### config.mk
export PLATFORM = sky130hd
export DESIGN_NAME = mxb_top
export DESIGN_NICKNAME = d
export VERILOG_FILES = /design/src/design/mxb_pkg.sv /design/src/design/mxb_top.sv
export VERILOG_INCLUDE_DIRS = /design/src /design/src/design
export SDC_FILE = /design/constraint.sdc
export NUM_CORES = 1
export LEC_CHECK = 0
export ABC_AREA = 1
export BUFFER_PORTS_ARGS = -buffer_cell sky130_fd_sc_hd__buf_2
export CORE_MARGIN = 3
export CORE_UTILIZATION = 35
export CTS_BUF_LIST = sky130_fd_sc_hd__clkbuf_4 sky130_fd_sc_hd__clkbuf_8
export DETAILED_ROUTE_END_ITERATION = 8
export HOLD_SLACK_MARGIN = 0.06
export PLACE_DENSITY = 0.59
export SLEW_MARGIN = 20
export SYNTH_ARGS = -nofsm -noshare
export SYNTH_HDL_FRONTEND = slang
export SYNTH_SLANG_ARGS = --single-unit
### constraint.sdc
create_clock -name aclk -period 2.1 [get_ports aclk]
set_clock_uncertainty 0.05 [all_clocks]
set_input_delay 0 -clock aclk [delete_from_list [all_inputs] [get_ports aclk]]
set_output_delay 0 -clock aclk [all_outputs]
set_load 0.005 [all_outputs]
### src/design/mxb_consts.svh
// Purpose: Constants for the multiplexed external bus pin block
// Assumes: Register index times four gives the AXI4-Lite byte address
// Notes:   Widths are fixed; timing counts are in aclk cycles
//
// What this block does
// - Mode pins are latched into the mode bits when reset is released.
// - Debug pin is pseudo open-drain, single wire, with pull-up present.
// - Port A lines not used by the bus are general-purpose I/O.
// - Port A drives address 15..8 while bus clock low, except tester mode.
// - Port A carries data 15..8 while bus clock high in wide-style accesses.
// - Narrow modes and wide byte accesses put alternate bytes on port A.
// - Data direction follows read/write: read external drives, write device.
// - Port B drives address 7..0 while bus clock low, except tester mode.
// - Port B carries data 7..0 while bus clock high in wide-style accesses.
// - Port B lines not used by the bus are general-purpose I/O.
// - In expanded modes only, no-access output marks free bus cycles.
// - Pipe status bits drive port E lines 6 and 5 only when enabled.
// - Clock test output only in modes with mode bit c low, enabled externally, pipe overrides.
// - Port E lines 7..5 are general-purpose I/O when not alternate.
// - Bus clock runs free or pulses once per access (twice for narrow word accesses), high phase stretched.
// - Low strobe is low when the low data byte moves, except in narrow byte accesses at odd addresses.
// - Single-chip modes have no bus; ports A and B are plain I/O.
`ifndef MXB_CONSTS_SVH
`define MXB_CONSTS_SVH

// ==========================================================
// Register indices
`define MXB_IDX_PORT_A_DATA 6'h00
`define MXB_IDX_PORT_B_DATA 6'h01
`define MXB_IDX_PORT_A_DIR  6'h02
`define MXB_IDX_PORT_B_DIR  6'h03
`define MXB_IDX_PORT_E_DATA 6'h08
`define MXB_IDX_PORT_E_DIR  6'h09
`define MXB_IDX_PORT_E_ASGN 6'h0A
`define MXB_IDX_MODE        6'h0B
`define MXB_IDX_ACC_ADDR    6'h10
`define MXB_IDX_ACC_WDATA   6'h11
`define MXB_IDX_ACC_CTRL    6'h12
`define MXB_IDX_ACC_STAT    6'h13
`define MXB_IDX_BUS_CFG     6'h14
`define MXB_IDX_TESTER      6'h15

// ==========================================================
// Field positions
`define MXB_ASGN_NO_ACC_EN 4
`define MXB_ASGN_PIPE_OE   5
`define MXB_MODE_VIS_ON    3
`define MXB_CTRL_GO       0
`define MXB_CTRL_READ     1
`define MXB_CTRL_BYTE     2
`define MXB_CTRL_FREE     3
`define MXB_CTRL_VIS      4
`define MXB_CTRL_FETCH    5
`define MXB_CFG_FREE_RUN  4
`define MXB_CFG_TAG_EN    5
`define MXB_CFG_BD_LOW    6

// ==========================================================
// Mode codes {c,b,a}
`define MXB_MODE_SPEC_SINGLE 3'h0
`define MXB_MODE_EMU_NARROW  3'h1
`define MXB_MODE_SPEC_TEST   3'h2
`define MXB_MODE_EMU_WIDE    3'h3
`define MXB_MODE_NORM_SINGLE 3'h4
`define MXB_MODE_NORM_NARROW 3'h5
`define MXB_MODE_SPEC_PERIPH 3'h6
`define MXB_MODE_NORM_WIDE   3'h7

// ==========================================================
// Timing and responses
`define MXB_ADDR_CYC  5'h02
`define MXB_DATA_CYC  5'h03
`define MXB_RESP_OKAY 2'h0
`define MXB_RESP_SLV  2'h2

`endif

### src/design/mxb_pkg.sv
// Purpose: Types for the multiplexed external bus pin block
// Assumes: Constants live in mxb_consts.svh
// Notes:   All block state is one packed struct
package mxb_pkg;

  // ==========================================================
  // Access sequencer states, Gray along idle-addr-data-done
  typedef enum logic [1:0]
  {
    MXB_IDLE = 2'h0,
    MXB_ADDR = 2'h1,
    MXB_DATA = 2'h3,
    MXB_DONE = 2'h2
  } mxb_state_t;

  // ==========================================================
  // Complete block state
  typedef struct packed
  {
    logic [7:0]  pa_s1;
    logic [7:0]  pa_s2;
    logic [7:0]  pb_s1;
    logic [7:0]  pb_s2;
    logic [2:0]  pe_s1;
    logic [2:0]  pe_s2;
    logic        bd_s1;
    logic        bd_s2;
    logic        mode_taken;
    logic [2:0]  mode;
    logic        vis_on;
    logic [7:0]  pa_dat;
    logic [7:0]  pb_dat;
    logic [7:0]  pa_dir;
    logic [7:0]  pb_dir;
    logic [2:0]  pe_dat;
    logic [2:0]  pe_dir;
    logic        pipe_oe;
    logic        no_acc_en;
    logic [3:0]  stretch;
    logic        free_run;
    logic        tag_en;
    logic        bd_low;
    logic [15:0] acc_addr;
    logic [15:0] acc_wdat;
    logic [15:0] acc_rdat;
    logic        acc_rw;
    logic        acc_byte;
    logic        acc_free;
    logic        acc_vis;
    logic        acc_fetch;
    logic        second;
    logic        busy;
    logic        tag_hi;
    mxb_state_t  state;
    logic [4:0]  cnt;
    logic        phase;
    logic        clk_tog;
    logic        awready;
    logic        wready;
    logic        bvalid;
    logic [1:0]  bresp;
    logic        arready;
    logic        rvalid;
    logic [31:0] rdata;
    logic [1:0]  rresp;
    logic [7:0]  pa_o;
    logic [7:0]  pa_oe;
    logic [7:0]  pb_o;
    logic [7:0]  pb_oe;
    logic [2:0]  pe_o;
    logic [2:0]  pe_oe;
    logic        bclk;
    logic        rw;
    logic        strb_lo_n;
    logic        bd_oe;
  } mxb_state_s_t;

endpackage

### src/design/mxb_top.sv
// Purpose: Pin-level multiplexed address/data bus with GPIO fallback
// Assumes: Pins pass two flops; pull-up on debug pin is outside
// Notes:   Software starts each bus access through the access registers
//
// Implementation choices: the address map and the AXI4-Lite register port.
`timescale 1ns/1ps
`include "mxb_consts.svh"
`default_nettype none

module mxb_top
(
  // Clock and reset
  input  wire logic        aclk,
  input  wire logic        aresetn,
  // AXI4-Lite slave
  input  wire logic [7:0]  awaddr,
  input  wire logic [2:0]  awprot,
  input  wire logic        awvalid,
  output logic             awready,
  input  wire logic [31:0] wdata,
  input  wire logic [3:0]  wstrb,
  input  wire logic        wvalid,
  output logic             wready,
  output logic [1:0]       bresp,
  output logic             bvalid,
  input  wire logic        bready,
  input  wire logic [7:0]  araddr,
  input  wire logic [2:0]  arprot,
  input  wire logic        arvalid,
  output logic             arready,
  output logic [31:0]      rdata,
  output logic [1:0]       rresp,
  output logic             rvalid,
  input  wire logic        rready,
  // Core side
  input  wire logic        pipe_status_bit1,
  input  wire logic        pipe_status_bit0,
  input  wire logic        clock_test_enable,
  // Port A pins
  input  wire logic [7:0]  port_a_in,
  output logic [7:0]       port_a_out,
  output logic [7:0]       port_a_oe,
  // Port B pins
  input  wire logic [7:0]  port_b_in,
  output logic [7:0]       port_b_out,
  output logic [7:0]       port_b_oe,
  // Port E lines 7..5
  input  wire logic [2:0]  port_e_in,
  output logic [2:0]       port_e_out,
  output logic [2:0]       port_e_oe,
  // Bus control pins
  output logic             bus_timing_clock,
  output logic             read_write,
  output logic             low_byte_strobe_n,
  // Background debug pin
  input  wire logic        background_debug_in,
  output logic             background_debug_out,
  output logic             background_debug_oe
);

  // ==========================================================
  // Helpers
  function automatic logic [31:0] mxb_lanes(input logic [31:0] old_v,
                                            input logic [31:0] new_v,
                                            input logic [3:0]  strb);
    logic [31:0] r;
    r = old_v;
    for (int i = 0; i < 4; i++)
    begin
      if (strb[i])
      begin
        r[i*8 +: 8] = new_v[i*8 +: 8];
      end
    end
    return r;
  endfunction

  function automatic logic is_wide(input logic [2:0] m);
    return (m == `MXB_MODE_EMU_WIDE) || (m == `MXB_MODE_NORM_WIDE) ||
           (m == `MXB_MODE_SPEC_TEST);
  endfunction

  function automatic logic is_narrow(input logic [2:0] m);
    return (m == `MXB_MODE_EMU_NARROW) || (m == `MXB_MODE_NORM_NARROW);
  endfunction

  function automatic logic [7:0] gpio_rd(input logic [7:0] dat,
                                         input logic [7:0] dir,
                                         input logic [7:0] pin);
    return (dir & dat) | (~dir & pin);
  endfunction

  // ==========================================================
  // State
  mxb_pkg::mxb_state_s_t st;
  mxb_pkg::mxb_state_s_t next_st;

  logic        expanded;
  logic        periph;
  logic        one_phase;
  logic        bus_on;
  logic        wdrive;
  logic [15:0] cur_addr;
  logic [31:0] v;
  logic        go;

  always_comb
  begin
    next_st = st;
    v = 32'h0000_0000;
    go = 1'b0;
    expanded = st.mode_taken && (is_wide(st.mode) || is_narrow(st.mode));
    periph = st.mode_taken && (st.mode == `MXB_MODE_SPEC_PERIPH);
    // Visible internal access in emulation narrow goes out 16 bits wide
    one_phase = is_wide(st.mode) || (st.mode == `MXB_MODE_EMU_NARROW &&
                st.vis_on && st.acc_vis);
    bus_on = expanded && (st.state == mxb_pkg::MXB_ADDR ||
             st.state == mxb_pkg::MXB_DATA);
    cur_addr = st.second ? (st.acc_addr | 16'h0001) : st.acc_addr;

    // Pin synchronisers
    next_st.pa_s1 = port_a_in;
    next_st.pa_s2 = st.pa_s1;
    next_st.pb_s1 = port_b_in;
    next_st.pb_s2 = st.pb_s1;
    next_st.pe_s1 = port_e_in;
    next_st.pe_s2 = st.pe_s1;
    next_st.bd_s1 = background_debug_in;
    next_st.bd_s2 = st.bd_s1;
    next_st.clk_tog = ~st.clk_tog;

    // mode latch
    // First edge after release takes the synchronised mode pins
    if (!st.mode_taken)
    begin
      next_st.mode_taken = 1'b1;
      next_st.mode = {st.bd_s2, st.pe_s2[1], st.pe_s2[0]};
    end

    // ==========================================================
    // AXI4-Lite write channel
    next_st.awready = awvalid && wvalid && !st.awready && !st.bvalid;
    next_st.wready = awvalid && wvalid && !st.awready && !st.bvalid;
    if (st.bvalid && bready)
    begin
      next_st.bvalid = 1'b0;
    end
    if (st.awready)
    begin
      next_st.bvalid = 1'b1;
      next_st.bresp = `MXB_RESP_OKAY;
      case (awaddr[7:2])
        `MXB_IDX_PORT_A_DATA:
        begin
          v = mxb_lanes({24'h00_0000, st.pa_dat}, wdata, wstrb);
          next_st.pa_dat = v[7:0];
        end
        `MXB_IDX_PORT_B_DATA:
        begin
          v = mxb_lanes({24'h00_0000, st.pb_dat}, wdata, wstrb);
          next_st.pb_dat = v[7:0];
        end
        `MXB_IDX_PORT_A_DIR:
        begin
          v = mxb_lanes({24'h00_0000, st.pa_dir}, wdata, wstrb);
          next_st.pa_dir = v[7:0];
        end
        `MXB_IDX_PORT_B_DIR:
        begin
          v = mxb_lanes({24'h00_0000, st.pb_dir}, wdata, wstrb);
          next_st.pb_dir = v[7:0];
        end
        `MXB_IDX_PORT_E_DATA:
        begin
          v = mxb_lanes({24'h00_0000, st.pe_dat, 5'h00}, wdata, wstrb);
          next_st.pe_dat = v[7:5];
        end
        `MXB_IDX_PORT_E_DIR:
        begin
          v = mxb_lanes({24'h00_0000, st.pe_dir, 5'h00}, wdata, wstrb);
          next_st.pe_dir = v[7:5];
        end
        `MXB_IDX_PORT_E_ASGN:
        begin
          if (wstrb[0])
          begin
            next_st.pipe_oe = wdata[`MXB_ASGN_PIPE_OE];
            next_st.no_acc_en = wdata[`MXB_ASGN_NO_ACC_EN];
          end
        end
        `MXB_IDX_MODE:
        begin
          if (wstrb[0])
          begin
            next_st.vis_on = wdata[`MXB_MODE_VIS_ON];
          end
        end
        `MXB_IDX_ACC_ADDR:
        begin
          v = mxb_lanes({16'h0000, st.acc_addr}, wdata, wstrb);
          next_st.acc_addr = v[15:0];
        end
        `MXB_IDX_ACC_WDATA:
        begin
          v = mxb_lanes({16'h0000, st.acc_wdat}, wdata, wstrb);
          next_st.acc_wdat = v[15:0];
        end
        `MXB_IDX_ACC_CTRL:
        begin
          // A start while busy or outside expanded modes is dropped
          if (wstrb[0] && wdata[`MXB_CTRL_GO] && !st.busy && expanded)
          begin
            go = 1'b1;
            next_st.acc_rw = wdata[`MXB_CTRL_READ];
            next_st.acc_byte = wdata[`MXB_CTRL_BYTE];
            next_st.acc_free = wdata[`MXB_CTRL_FREE];
            next_st.acc_vis = wdata[`MXB_CTRL_VIS];
            next_st.acc_fetch = wdata[`MXB_CTRL_FETCH];
          end
        end
        `MXB_IDX_BUS_CFG:
        begin
          if (wstrb[0])
          begin
            next_st.stretch = wdata[3:0];
            next_st.free_run = wdata[`MXB_CFG_FREE_RUN];
            next_st.tag_en = wdata[`MXB_CFG_TAG_EN];
            next_st.bd_low = wdata[`MXB_CFG_BD_LOW];
          end
        end
        `MXB_IDX_ACC_STAT, `MXB_IDX_TESTER:
        begin
          next_st.bresp = `MXB_RESP_OKAY;
        end
        default:
        begin
          next_st.bresp = `MXB_RESP_SLV;
        end
      endcase
    end

    // ==========================================================
    // AXI4-Lite read channel
    next_st.arready = arvalid && !st.arready && !st.rvalid;
    if (st.rvalid && rready)
    begin
      next_st.rvalid = 1'b0;
    end
    if (st.arready)
    begin
      next_st.rvalid = 1'b1;
      next_st.rresp = `MXB_RESP_OKAY;
      next_st.rdata = 32'h0000_0000;
      case (araddr[7:2])
        `MXB_IDX_PORT_A_DATA: next_st.rdata[7:0] = gpio_rd(st.pa_dat, st.pa_dir, st.pa_s2);
        `MXB_IDX_PORT_B_DATA: next_st.rdata[7:0] = gpio_rd(st.pb_dat, st.pb_dir, st.pb_s2);
        `MXB_IDX_PORT_A_DIR:  next_st.rdata[7:0] = st.pa_dir;
        `MXB_IDX_PORT_B_DIR:  next_st.rdata[7:0] = st.pb_dir;
        `MXB_IDX_PORT_E_DATA:
          next_st.rdata[7:5] = (st.pe_dir & st.pe_dat) | (~st.pe_dir & st.pe_s2);
        `MXB_IDX_PORT_E_DIR:  next_st.rdata[7:5] = st.pe_dir;
        `MXB_IDX_PORT_E_ASGN:
        begin
          next_st.rdata[`MXB_ASGN_PIPE_OE] = st.pipe_oe;
          next_st.rdata[`MXB_ASGN_NO_ACC_EN] = st.no_acc_en;
        end
        `MXB_IDX_MODE:        next_st.rdata[7:0] = {st.mode, 1'b0, st.vis_on, 3'h0};
        `MXB_IDX_ACC_ADDR:    next_st.rdata[15:0] = st.acc_addr;
        `MXB_IDX_ACC_WDATA:   next_st.rdata[15:0] = st.acc_wdat;
        `MXB_IDX_ACC_CTRL:
          next_st.rdata[5:1] = {st.acc_fetch, st.acc_vis, st.acc_free, st.acc_byte,
                                st.acc_rw};
        `MXB_IDX_ACC_STAT:    next_st.rdata = {st.acc_rdat, 14'h0000, st.tag_hi, st.busy};
        `MXB_IDX_BUS_CFG:
          next_st.rdata[6:0] = {st.bd_low, st.tag_en, st.free_run, st.stretch};
        `MXB_IDX_TESTER:      next_st.rdata[15:0] = {st.pa_s2, st.pb_s2};
        default:              next_st.rresp = `MXB_RESP_SLV;
      endcase
    end

    // ==========================================================
    // Access sequencer
    case (st.state)
      mxb_pkg::MXB_IDLE:
      begin
        next_st.phase = st.free_run ? ~st.phase : 1'b0;
        if (go)
        begin
          next_st.busy = 1'b1;
          next_st.tag_hi = 1'b0;
          next_st.second = 1'b0;
          next_st.phase = 1'b0;
          next_st.cnt = `MXB_ADDR_CYC - 5'h01;
          next_st.state = mxb_pkg::MXB_ADDR;
        end
      end
      mxb_pkg::MXB_ADDR:
      begin
        next_st.phase = 1'b0;
        next_st.cnt = st.cnt - 5'h01;
        if (st.cnt == 5'h00)
        begin
          // high phase stretched for slow accesses
          next_st.cnt = `MXB_DATA_CYC - 5'h01 + {1'b0, st.stretch};
          next_st.phase = 1'b1;
          next_st.state = mxb_pkg::MXB_DATA;
        end
      end
      mxb_pkg::MXB_DATA:
      begin
        next_st.phase = 1'b1;
        next_st.cnt = st.cnt - 5'h01;
        if (st.cnt == 5'h00)
        begin
          next_st.phase = 1'b0;
          if (st.acc_rw)
          begin
            if (one_phase && !st.acc_byte)
            begin
              next_st.acc_rdat = {st.pa_s2, st.pb_s2};
            end
            else if (st.second || (one_phase && st.acc_addr[0]))
            begin
              next_st.acc_rdat[7:0] = st.pa_s2;
            end
            else
            begin
              next_st.acc_rdat[15:8] = st.pa_s2;
            end
          end
          // tag sampled at the falling bus clock
          if (st.tag_en && st.acc_fetch && !st.second && !st.bd_s2)
          begin
            next_st.tag_hi = 1'b1;
          end
          // narrow word access takes a second byte phase
          if (!one_phase && !st.acc_byte && !st.second)
          begin
            next_st.second = 1'b1;
            next_st.cnt = `MXB_ADDR_CYC - 5'h01;
            next_st.state = mxb_pkg::MXB_ADDR;
          end
          else
          begin
            next_st.state = mxb_pkg::MXB_DONE;
          end
        end
      end
      mxb_pkg::MXB_DONE:
      begin
        next_st.phase = 1'b0;
        next_st.busy = 1'b0;
        next_st.state = mxb_pkg::MXB_IDLE;
      end
      default:
      begin
        next_st.state = mxb_pkg::MXB_IDLE;
      end
    endcase

    // ==========================================================
    // Pin drive, registered one cycle after the state
    // port A idle lines are GPIO
    next_st.pa_o = st.pa_dat;
    next_st.pa_oe = st.pa_dir;
    // port B idle lines are GPIO
    next_st.pb_o = st.pb_dat;
    next_st.pb_oe = st.pb_dir;
    next_st.bclk = expanded && st.phase;
    next_st.rw = 1'b1;
    next_st.strb_lo_n = 1'b1;
    wdrive = !st.acc_rw && st.state == mxb_pkg::MXB_DATA;
    // tester drives the bus in peripheral mode
    if (periph)
    begin
      next_st.pa_oe = 8'h00;
      next_st.pb_oe = 8'h00;
    end
    else if (bus_on)
    begin
      next_st.rw = st.acc_rw;
      // strobe low on one-phase words, one-phase odd bytes and second narrow phases
      next_st.strb_lo_n = !((one_phase && (!st.acc_byte || st.acc_addr[0])) ||
                            st.second);
      if (st.state == mxb_pkg::MXB_ADDR)
      begin
        // high address while bus clock low
        next_st.pa_o = cur_addr[15:8];
        next_st.pa_oe = 8'hFF;
        // low address while bus clock low
        next_st.pb_o = cur_addr[7:0];
        next_st.pb_oe = 8'hFF;
      end
      else
      begin
        next_st.pa_oe = wdrive ? 8'hFF : 8'h00;
        if (one_phase && !st.acc_byte)
        begin
          // high data byte on port A
          next_st.pa_o = st.acc_wdat[15:8];
          // low data byte on port B
          next_st.pb_o = st.acc_wdat[7:0];
          next_st.pb_oe = wdrive ? 8'hFF : 8'h00;
        end
        else
        begin
          next_st.pa_o = (st.second || st.acc_addr[0]) ? st.acc_wdat[7:0] :
                         st.acc_wdat[15:8];
          next_st.pb_o = cur_addr[7:0];
          next_st.pb_oe = 8'hFF;
        end
      end
    end

    next_st.pe_o = st.pe_dat;
    next_st.pe_oe = st.pe_dir;
    // no-access marker only in expanded modes
    if (expanded && st.no_acc_en)
    begin
      next_st.pe_o[2] = st.busy ? st.acc_free : 1'b1;
      next_st.pe_oe[2] = 1'b1;
    end
    // pipe status on lines 6 and 5
    if (st.pipe_oe && st.mode_taken)
    begin
      next_st.pe_o[1:0] = {pipe_status_bit1, pipe_status_bit0};
      next_st.pe_oe[1:0] = 2'h3;
    end
    // clock test output, only in modes with mode bit c low
    else if (st.mode_taken && !st.mode[2] && clock_test_enable)
    begin
      next_st.pe_o[1] = st.clk_tog;
      next_st.pe_oe[1] = 1'b1;
    end
    // pseudo open-drain, only ever pulls low
    next_st.bd_oe = st.mode_taken && st.bd_low;

    // reset clears state but keeps synchronisers moving
    if (!aresetn)
    begin
      next_st = '0;
      next_st.pa_s1 = port_a_in;
      next_st.pa_s2 = st.pa_s1;
      next_st.pb_s1 = port_b_in;
      next_st.pb_s2 = st.pb_s1;
      next_st.pe_s1 = port_e_in;
      next_st.pe_s2 = st.pe_s1;
      next_st.bd_s1 = background_debug_in;
      next_st.bd_s2 = st.bd_s1;
      next_st.rw = 1'b1;
      next_st.strb_lo_n = 1'b1;
    end
  end

  always_ff @(posedge aclk)
  begin
    st <= next_st;
  end

  // ==========================================================
  // Outputs
  assign awready = st.awready;
  assign wready = st.wready;
  assign bvalid = st.bvalid;
  assign bresp = st.bresp;
  assign arready = st.arready;
  assign rvalid = st.rvalid;
  assign rdata = st.rdata;
  assign rresp = st.rresp;
  assign port_a_out = st.pa_o;
  assign port_a_oe = st.pa_oe;
  assign port_b_out = st.pb_o;
  assign port_b_oe = st.pb_oe;
  assign port_e_out = st.pe_o;
  assign port_e_oe = st.pe_oe;
  assign bus_timing_clock = st.bclk;
  assign read_write = st.rw;
  assign low_byte_strobe_n = st.strb_lo_n;
  assign background_debug_out = 1'b0;
  assign background_debug_oe = st.bd_oe;

endmodule

`default_nettype wire

# == Word level (Yosys, flattened, before mapping) ==
# Index checks and enable logic that the tools add are counted.
# classes
n_reduce_logical,87
eq_ne,41
n_bitwise,16
muxes,53
addsub,2
# op_table
op,count
$eq 6x5->1 const B,12
$mux 32,2
$mux 8,8
$eq 6x4->1 const B,8
$mux 16,3
$reduce_and 3->1,15
$mux 35,1
$pmux 3 s11,1
$and 8x8->8,4
$logic_and 1x1->1,30
$reduce_or 14->1,2
$eq 6x2->1 const B,4
$pmux 8 s3,1
$pmux 1 s10,2
$mux 1,19
$not 8->8,2
$or 8x8->8,2
$reduce_and 4->1,4
$pmux 5 s3,1
$pmux 1 s13,1
$eq 6x1->1 const B,2
$logic_not 1->1,12
$logic_not 6->1,2
$ne 2x2->1 const B,6
29 further kinds,55
# word_totals
reg_bits,239

# == Depth between registers and ports, before layout ==
# Gate-level depths: netlist of run 1.
# depth
depth_word,11
mapped_depth,11

# == Worst setup path after synthesis of run 1 ==
# Ideal clock, no wire load.
# synth_timing
path_kind,register to register
start,reg st[85] in the netlist's numbering
end,reg st[100] in the netlist's numbering
stages_incl_launch_ff,10
arrival_ns,1.489
slack_ns,0.491
period_less_slack_ns,1.609
n_path_buf,1
cell_sequence,dfxtp_1 inv_1 ha_1 nand2_1 nor2_2 inv_2 nor3_4 buf_2 nand3_1 a21oi_1
# synth_via
elab_chain_cells,2
# synth_lines
element,line_no,source
start: declaration,mxb_top.sv:95,mxb_pkg::mxb_state_s_t st;
start signal: assignment,mxb_top.sv:457,st <= next_st;
$logic_not 5->1,mxb_top.sv:313,if (st.cnt == 5'h00)
$reduce_and 4->1 (no line),n/a,
# No other way between the ends.
# A chain may end at the register's enable or synchronous reset.

# == Worst setup path in the final report of run 1 ==
# layout_timing
start,in araddr[4]
end,reg st (netlist bit rresp[1])
# layout_via
elab_chain_cells,3
# layout_lines
element,line_no,source
start: declaration,mxb_top.sv:27,"input wire logic [7:0] araddr,"
"$eq 6x5->1, or another cell as far along",mxb_top.sv:254,case (araddr[7:2])
$reduce_or 14->1 (no line) (*),n/a,
$mux 2 (*),mxb_top.sv:254,
# Every way passes the cells marked *; elsewhere a longest branch is shown, timed or not.

==> flow_summary.yaml, run 1 <==
status:
  status: "complete, no violations"
critical_path:
  max_stage_delay_ns: 0.59
  cp-end-kind: "register"
  cp_max_fo: 4
  path_cells: "dlygate4sd3_1, buf_2, inv_1, o21ai_0, dlygate4sd3_1, nand3_1, o31ai_1, dlygate4sd3_1"
  worst_ep_arrival_time_ns: 2.45
  cp_common_cell: "dlygate4sd3_1"
  cp_top_family: "buffers and inverters"
  required_ns: 2.54
  critPathBufInv: 5
  startpoint_type: "primary input"
  crit_slowest_cell: "dlygate4sd3_1"
  crit_type: "in2reg"
power:
  pwr-share-comb_pct: 6.1
  p_int_mw: 7.14
  p_sw_share_pct: 23.8
  switchingPower_mw: 2.23
  power_frac_seq_pct: 48.9
  power.clock.fraction_pct: 45.0
  leakagePower_nw: 5.49
  power_density_nw_per_um2: 745
  peakVddDrop_v: 0.000532
finish:
  regArea_sq_um: 4740
  stdcell_area_sq_um: 12600
  drive_gt1_share_pct: 17.1
  diodes: 0
  final_cell_mix: "nand2_1 (304), dfxtp_1 (237), nor2_1 (163)"
  n_fill_cell: 2931
  multiInputGateArea_sq_um: 4230
  final_common_cell: "nand2_1"
  final_nets: 1659
  synthToLayoutAreaGrowth_pct: 23.4
clocking:
  cts.clk_slew.worst_paths_ns: 0.07
  clk_latency_ns: 0.54
  htreeDepth: 2
  cts_tree: "built"
  cts_buffers: 40
  cts_root_buf: "clkbuf_8"
  cts_sinks: 237
  cts.path.max_buffers: 3
placement:
  hpwl_mm: 25.2
  post_dp_cell_area_sq_um: 10900
  port_buffers: 140
  gp_congestion: 0.983
  place_ws_ns: 0.286
timing:
  worst_pin_slew_ns: 0.647
  slew_violations: 0
  period_share_pct: 95.6
  rsz0062_at_grt: "false"
  hold_viol_final: 0
  tns_ns: 0
  setup_viol: 0
  period_minus_slack_ns: 2.01
  final.setup.worst_slack_ns: 0.0917
  maxSlewHeadroom_pct: 56.5
  fmax_mhz: 498
drt:
  first_pass_iters: 5
  post_drt_wl_per_cell_um: 17.3
  wl_mm: 34.2
  drc: 0
  via_per_inst: 4.91
  drt_iter0_drc: 698
  vias: 9681
  antenna_left: 0
grt:
  gr-total-overflow: 0
  grt_pass1_vias: 9346
  grt_pass1_wl_mm: 52.4
  grt_max_degree: 41
  antenna_found_initial: 0
  track_usage_pct: 21.8
floorplan:
  die-area_sq_um: 31200
  num_rows: 61
  pin_count: 172
  die_height_um: 177
  coreArea_sq_um: 28200
  fp.dieW_um: 177
  start_util_pct: 36.1
worst_hold_path:
  hold_path.class: "in2reg"
logic_synthesis:
  synth_cell_types: 42
  syn_avg_cell_area_sq_um: 7.35
  netlist_area_sq_um: 10200
  synth_cells: 1386
  ys.flop_type: "dfxtp_1"
  synth_edf_count: 0
  synth_seq_cells: 237
  async_flop_share_pct: 0
  ys_seq_area_share_pct: 46.6
  synth_warnings: 0
flow_run:
  cap_violations: 0
[logic make-up (layout without fill, tap and decap cells)]
logic type	Yosys count	after routing	share of synthesized area, %
AO/OA/AOI/OAI	315	315	16.9
XOR/XNOR	4	4	0.344
other	1	3	0.0368
flip-flops	237	237	46.6
adder cells (fa/ha/maj)	2	2	0.245
AND/OR/NAND/NOR	582	582	23.7
buffers and inverters	245	452	12.2
[per-stage QoR]
| step | power (mW) | util, % | hold slack (ns) | cells |
|---|---|---|---|---|
| 2_1_floorplan | 4.91 | - | -0.0223 | 1388 |
| 3_3_place_gp | 5.12 | 38.5 | 0.0527 | 1818 |
| 3_5_place_dp | 5.13 | 38.5 | 0.0536 | 1818 |
| 4_1_cts | 9.44 | 44.5 | 0.0629 | 1972 |
| 5_1_grt | 9.71 | 44.6 | 0.0671 | 1973 |
| 6_report | 9.38 | 44.6 | 0.0199 | 1973 |
[final cells by class]
class | count | share of cell area, %
flip-flops and latches | 237 | 37.7
multi-input cells | 906 | 33.6
repair buffers | 260 | 14.6
clock buffers | 60 | 6.17
well taps | 378 | 3.76
inverters | 124 | 3.70
clock inverters | 8 | 0.398
[tightest hold or removal path, cell delays in order]
cell and delay [ns]:
buf_2 0.10, nand2_1 0.07, nor2_2 0.06, nand2_2 0.22, a21oi_1 0.11
[routing by layer]
layer	GRT usage [%]	vias up	share of wire [%]
li1	-	4834	-
met1	29.1	4409	44
met2	35.2	360	45
met3	4.38	78	7.6
met4	7.43	0	3.3
met5	0	-	0
[Yosys cell counts (all sizes together) (13+ instances only)]
| cell type | instances | area share [%] |
|---|---|---|
| dfxtp | 237 | 47 |
| a211oi | 27 | 2.0 |
| a21oi | 118 | 5.8 |
| nand3 | 75 | 3.8 |
| nor2 | 169 | 6.3 |
| clkbuf | 23 | 0.85 |
| o21ai | 141 | 7.0 |
| nand2 | 313 | 12 |
| o211ai | 17 | 1.3 |
| inv | 121 | 4.5 |
| nor3 | 13 | 0.97 |
| buf | 98 | 6.8 |
[flip-flops by register name (all words and copies together), names as in the netlist, 3 cells and up]
| signal | flops |
|---|---|
| port_b_out | 8 |
| port_e_out | 3 |
| port_b_oe | 8 |
| port_a_oe | 8 |
| rdata | 32 |
| st | 157 |
| port_e_oe | 3 |
| port_a_out | 8 |
[worst paths after layout]
path	from	endpoint	slack (ns)	cells after the start
setup / recovery	araddr[4]	rresp[1]	0.09	8
hold / removal	wstrb[1]	st[130]	0.02	5
setup reg to reg	wready	st[125]	0.16	7
hold reg to reg	st[205]	st[202]	0.27	0
[timing repair]
action,in CTS,in global routing
endpoints found under the setup margin,0,13
gates resized for setup,0,4
setup buffers,0,1
endpoints found under the hold margin,147,0
hold buffers,86,0
[power by group through the flow]
stage          registers, mW  clock network (mW)  logic, mW
6_report                4.59                4.22      0.571
5_1_grt                 4.59                4.50      0.622
4_1_cts                 4.59                4.29      0.562
3_5_place_dp            4.69                   0      0.441
3_3_place_gp            4.68                   0      0.439
2_1_floorplan           4.67                   0      0.232
(Power assumes the default switching activity.)
==> inputs of run 2 (changes only) <==
--- a/config.mk
+++ b/config.mk
@@ -13,6 +13,7 @@
 export CTS_BUF_LIST = sky130_fd_sc_hd__clkbuf_4 sky130_fd_sc_hd__clkbuf_8
 export DETAILED_ROUTE_END_ITERATION = 8
 export HOLD_SLACK_MARGIN = 0.06
+export MAX_ROUTING_LAYER = met4
 export PLACE_DENSITY = 0.59
 export SLEW_MARGIN = 20
 export SYNTH_ARGS = -nofsm -noshare
==> run 2 against run 1 <==
Critical path depth stayed put. Maximum frequency is 0.65% lower. Wire length is 1.9% higher. Flip-flop and latch count stayed put. Sequential share of layout area is 0.39 points lower. Critical endpoint unchanged. Sequential power hardly changed. Total power is 6.1% higher. Clock power is 14% higher. Setup slack worse by 0.013 ns. Clock-buffer cell count is 4 higher. Critical path type unchanged. Global-route usage is 0.77 points higher.
==> flow_summary.yaml, run 2 (synthesized netlist as in run 1, its figures left out) <==
status:
  status: "complete, no violations"
clocking:
  cts_buffers: 41
  cts.path.max_buffers: 3
  clk_latency_ns: 0.55
  cts_sinks: 237
  htreeDepth: 2
  cts.clk_slew.worst_paths_ns: 0.06
  cts_root_buf: "clkbuf_8"
  cts_tree: "built"
critical_path:
  cp_common_cell: "dlygate4sd3_1"
  r2r_start: "wready"
  crit_slowest_cell: "dlygate4sd3_1"
  cp-startpoint: "araddr[4]"
  startpoint_type: "primary input"
  worst_ep_arrival_time_ns: 2.46
  cp-end-kind: "register"
  cp_top_family: "buffers and inverters"
  max_stage_delay_ns: 0.60
  path_cells: "dlygate4sd3_1, buf_2, inv_1, o21ai_0, dlygate4sd3_1, nand3_1, o31ai_2, dlygate4sd3_1"
  crit_type: "in2reg"
  required_ns: 2.54
  critPathBufInv: 5
  cp_max_fo: 4
grt:
  grt_pass1_vias: 9189
  grt_pass1_wl_mm: 52.5
  gr-total-overflow: 0
  grt_max_degree: 53
  track_usage_pct: 22.5
  antenna_found_initial: 0
finish:
  synthToLayoutAreaGrowth_pct: 24.7
  drive_gt1_share_pct: 17.2
  final_common_cell: "nand2_1"
  n_fill_cell: 2905
  final_nets: 1654
  diodes: 0
  utilization_pct: 45.0
  largest_register_ffs: 157
  largest_register: "st"
  final_cell_mix: "nand2_1 (306), dfxtp_1 (237), nor2_1 (163)"
drt:
  first_pass_iters: 5
  vias: 9641
  drt_iter0_drc: 665
  post_drt_wl_per_cell_um: 17.7
  via_per_inst: 4.89
  wl_mm: 34.9
  antenna_left: 0
  drc: 0
flow_run:
  cap_violations: 0
timing:
  fin_hold_ws_ns: 0.121
  rsz0062_at_grt: "false"
  tns_ns: 0
  worst_pin_slew_ns: 0.701
  hold_viol_final: 0
  period_minus_slack_ns: 2.02
  period_share_pct: 96.3
  maxSlewHeadroom_pct: 52.9
  fmax_mhz: 495
  setup_viol: 0
  slew_violations: 0
placement:
  port_buffers: 140
  gp_congestion: 1.01
  hpwl_mm: 25.6
floorplan:
  num_rows: 61
  start_util_pct: 36.1
  pin_count: 172
  fp.dieW_um: 177
  die_height_um: 177
  coreArea_sq_um: 28200
  die-area_sq_um: 31200
power:
  power_mw: 9.95
  peakVddDrop_v: 0.000444
  leakagePower_nw: 5.55
  power_density_nw_per_um2: 783
worst_hold_path:
  worstHoldStart: "araddr[7]"
  hold_path.class: "in2reg"
-- run 2: cell count changes in the layout (fill, tap and decap cells not counted), moves of 2 or more --
cell           before  now
nand2_2             7    5
bufinv_16           0    3
buf_12              2    4
clkbuf_8           52   56
buf_4              32   26
nand2_1           304  306
dlygate4sd3_1      86   84
-- run 2: layout make-up --
type / instances / area [sq um] / area share [%]
flip-flops and latches: 237 / 4740 / 37.3
multi-input cells: 906 / 4250 / 33.4
repair buffers: 254 / 1820 / 14.3
clock buffers: 64 / 831 / 6.53
well taps: 378 / 473 / 3.72
inverters: 124 / 465 / 3.66
clock inverters: 10 / 133 / 1.04
-- run 2: what timing repair did --
item / CTS / global route
setup endpoints to repair: 0 / 26
gates resized for setup: 0 / 6
hold buffers: 84 / 0
buffers inserted: 0 / 1
endpoints found under the hold margin: 134 / 0
-- run 2: where the power goes --
| part | switching (mW) | internal (mW) | total [mW] |
|---|---|---|---|
| logic | 0.342 | 0.230 | 0.572 |
| registers | 0.0335 | 4.55 | 4.59 |
| clock network | 1.90 | 2.89 | 4.79 |
-- run 2: layer usage --
metal | part of all wire (%) | wire length (um) | vias up | global-route usage, %
met1 | 45 | 15600 | 4401 | 29.3
li1 | - | - | 4823 | -
met5 | 0 | 0 | - | -
met3 | 6.3 | 2200 | 68 | 3.90
met2 | 46 | 16000 | 349 | 35.5
met4 | 3.1 | 1080 | 0 | 7.99
-- run 2: final timing paths --
check	endpoint	slack, ns	depth (start not counted)
setup / recovery	rresp[1]	0.08	8
hold / removal	rdata[2]	0.12	6
setup reg to reg	st[194]	0.19	8
hold reg to reg	st[202]	0.27	0
-- run 2: through the flow --
step	setup slack, ns	area (sq um)	instances
6_report	0.0785	12700	1973
5_1_grt	0.0210	12700	1973
4_1_cts	0.0638	12700	1972
3_5_place_dp	0.250	10900	1814
3_3_place_gp	0.258	10900	1814
2_1_floorplan	0.491	10200	1388
-- run 2: worst register-to-register path: cells and delay by family (launching register included) --
family	cells	cell delay, ns
AOI/OAI and AO/OA	2	0.25
and+or+nand+nor	3	0.38
DFF	1	0.34
buffers and inverters	3	0.79
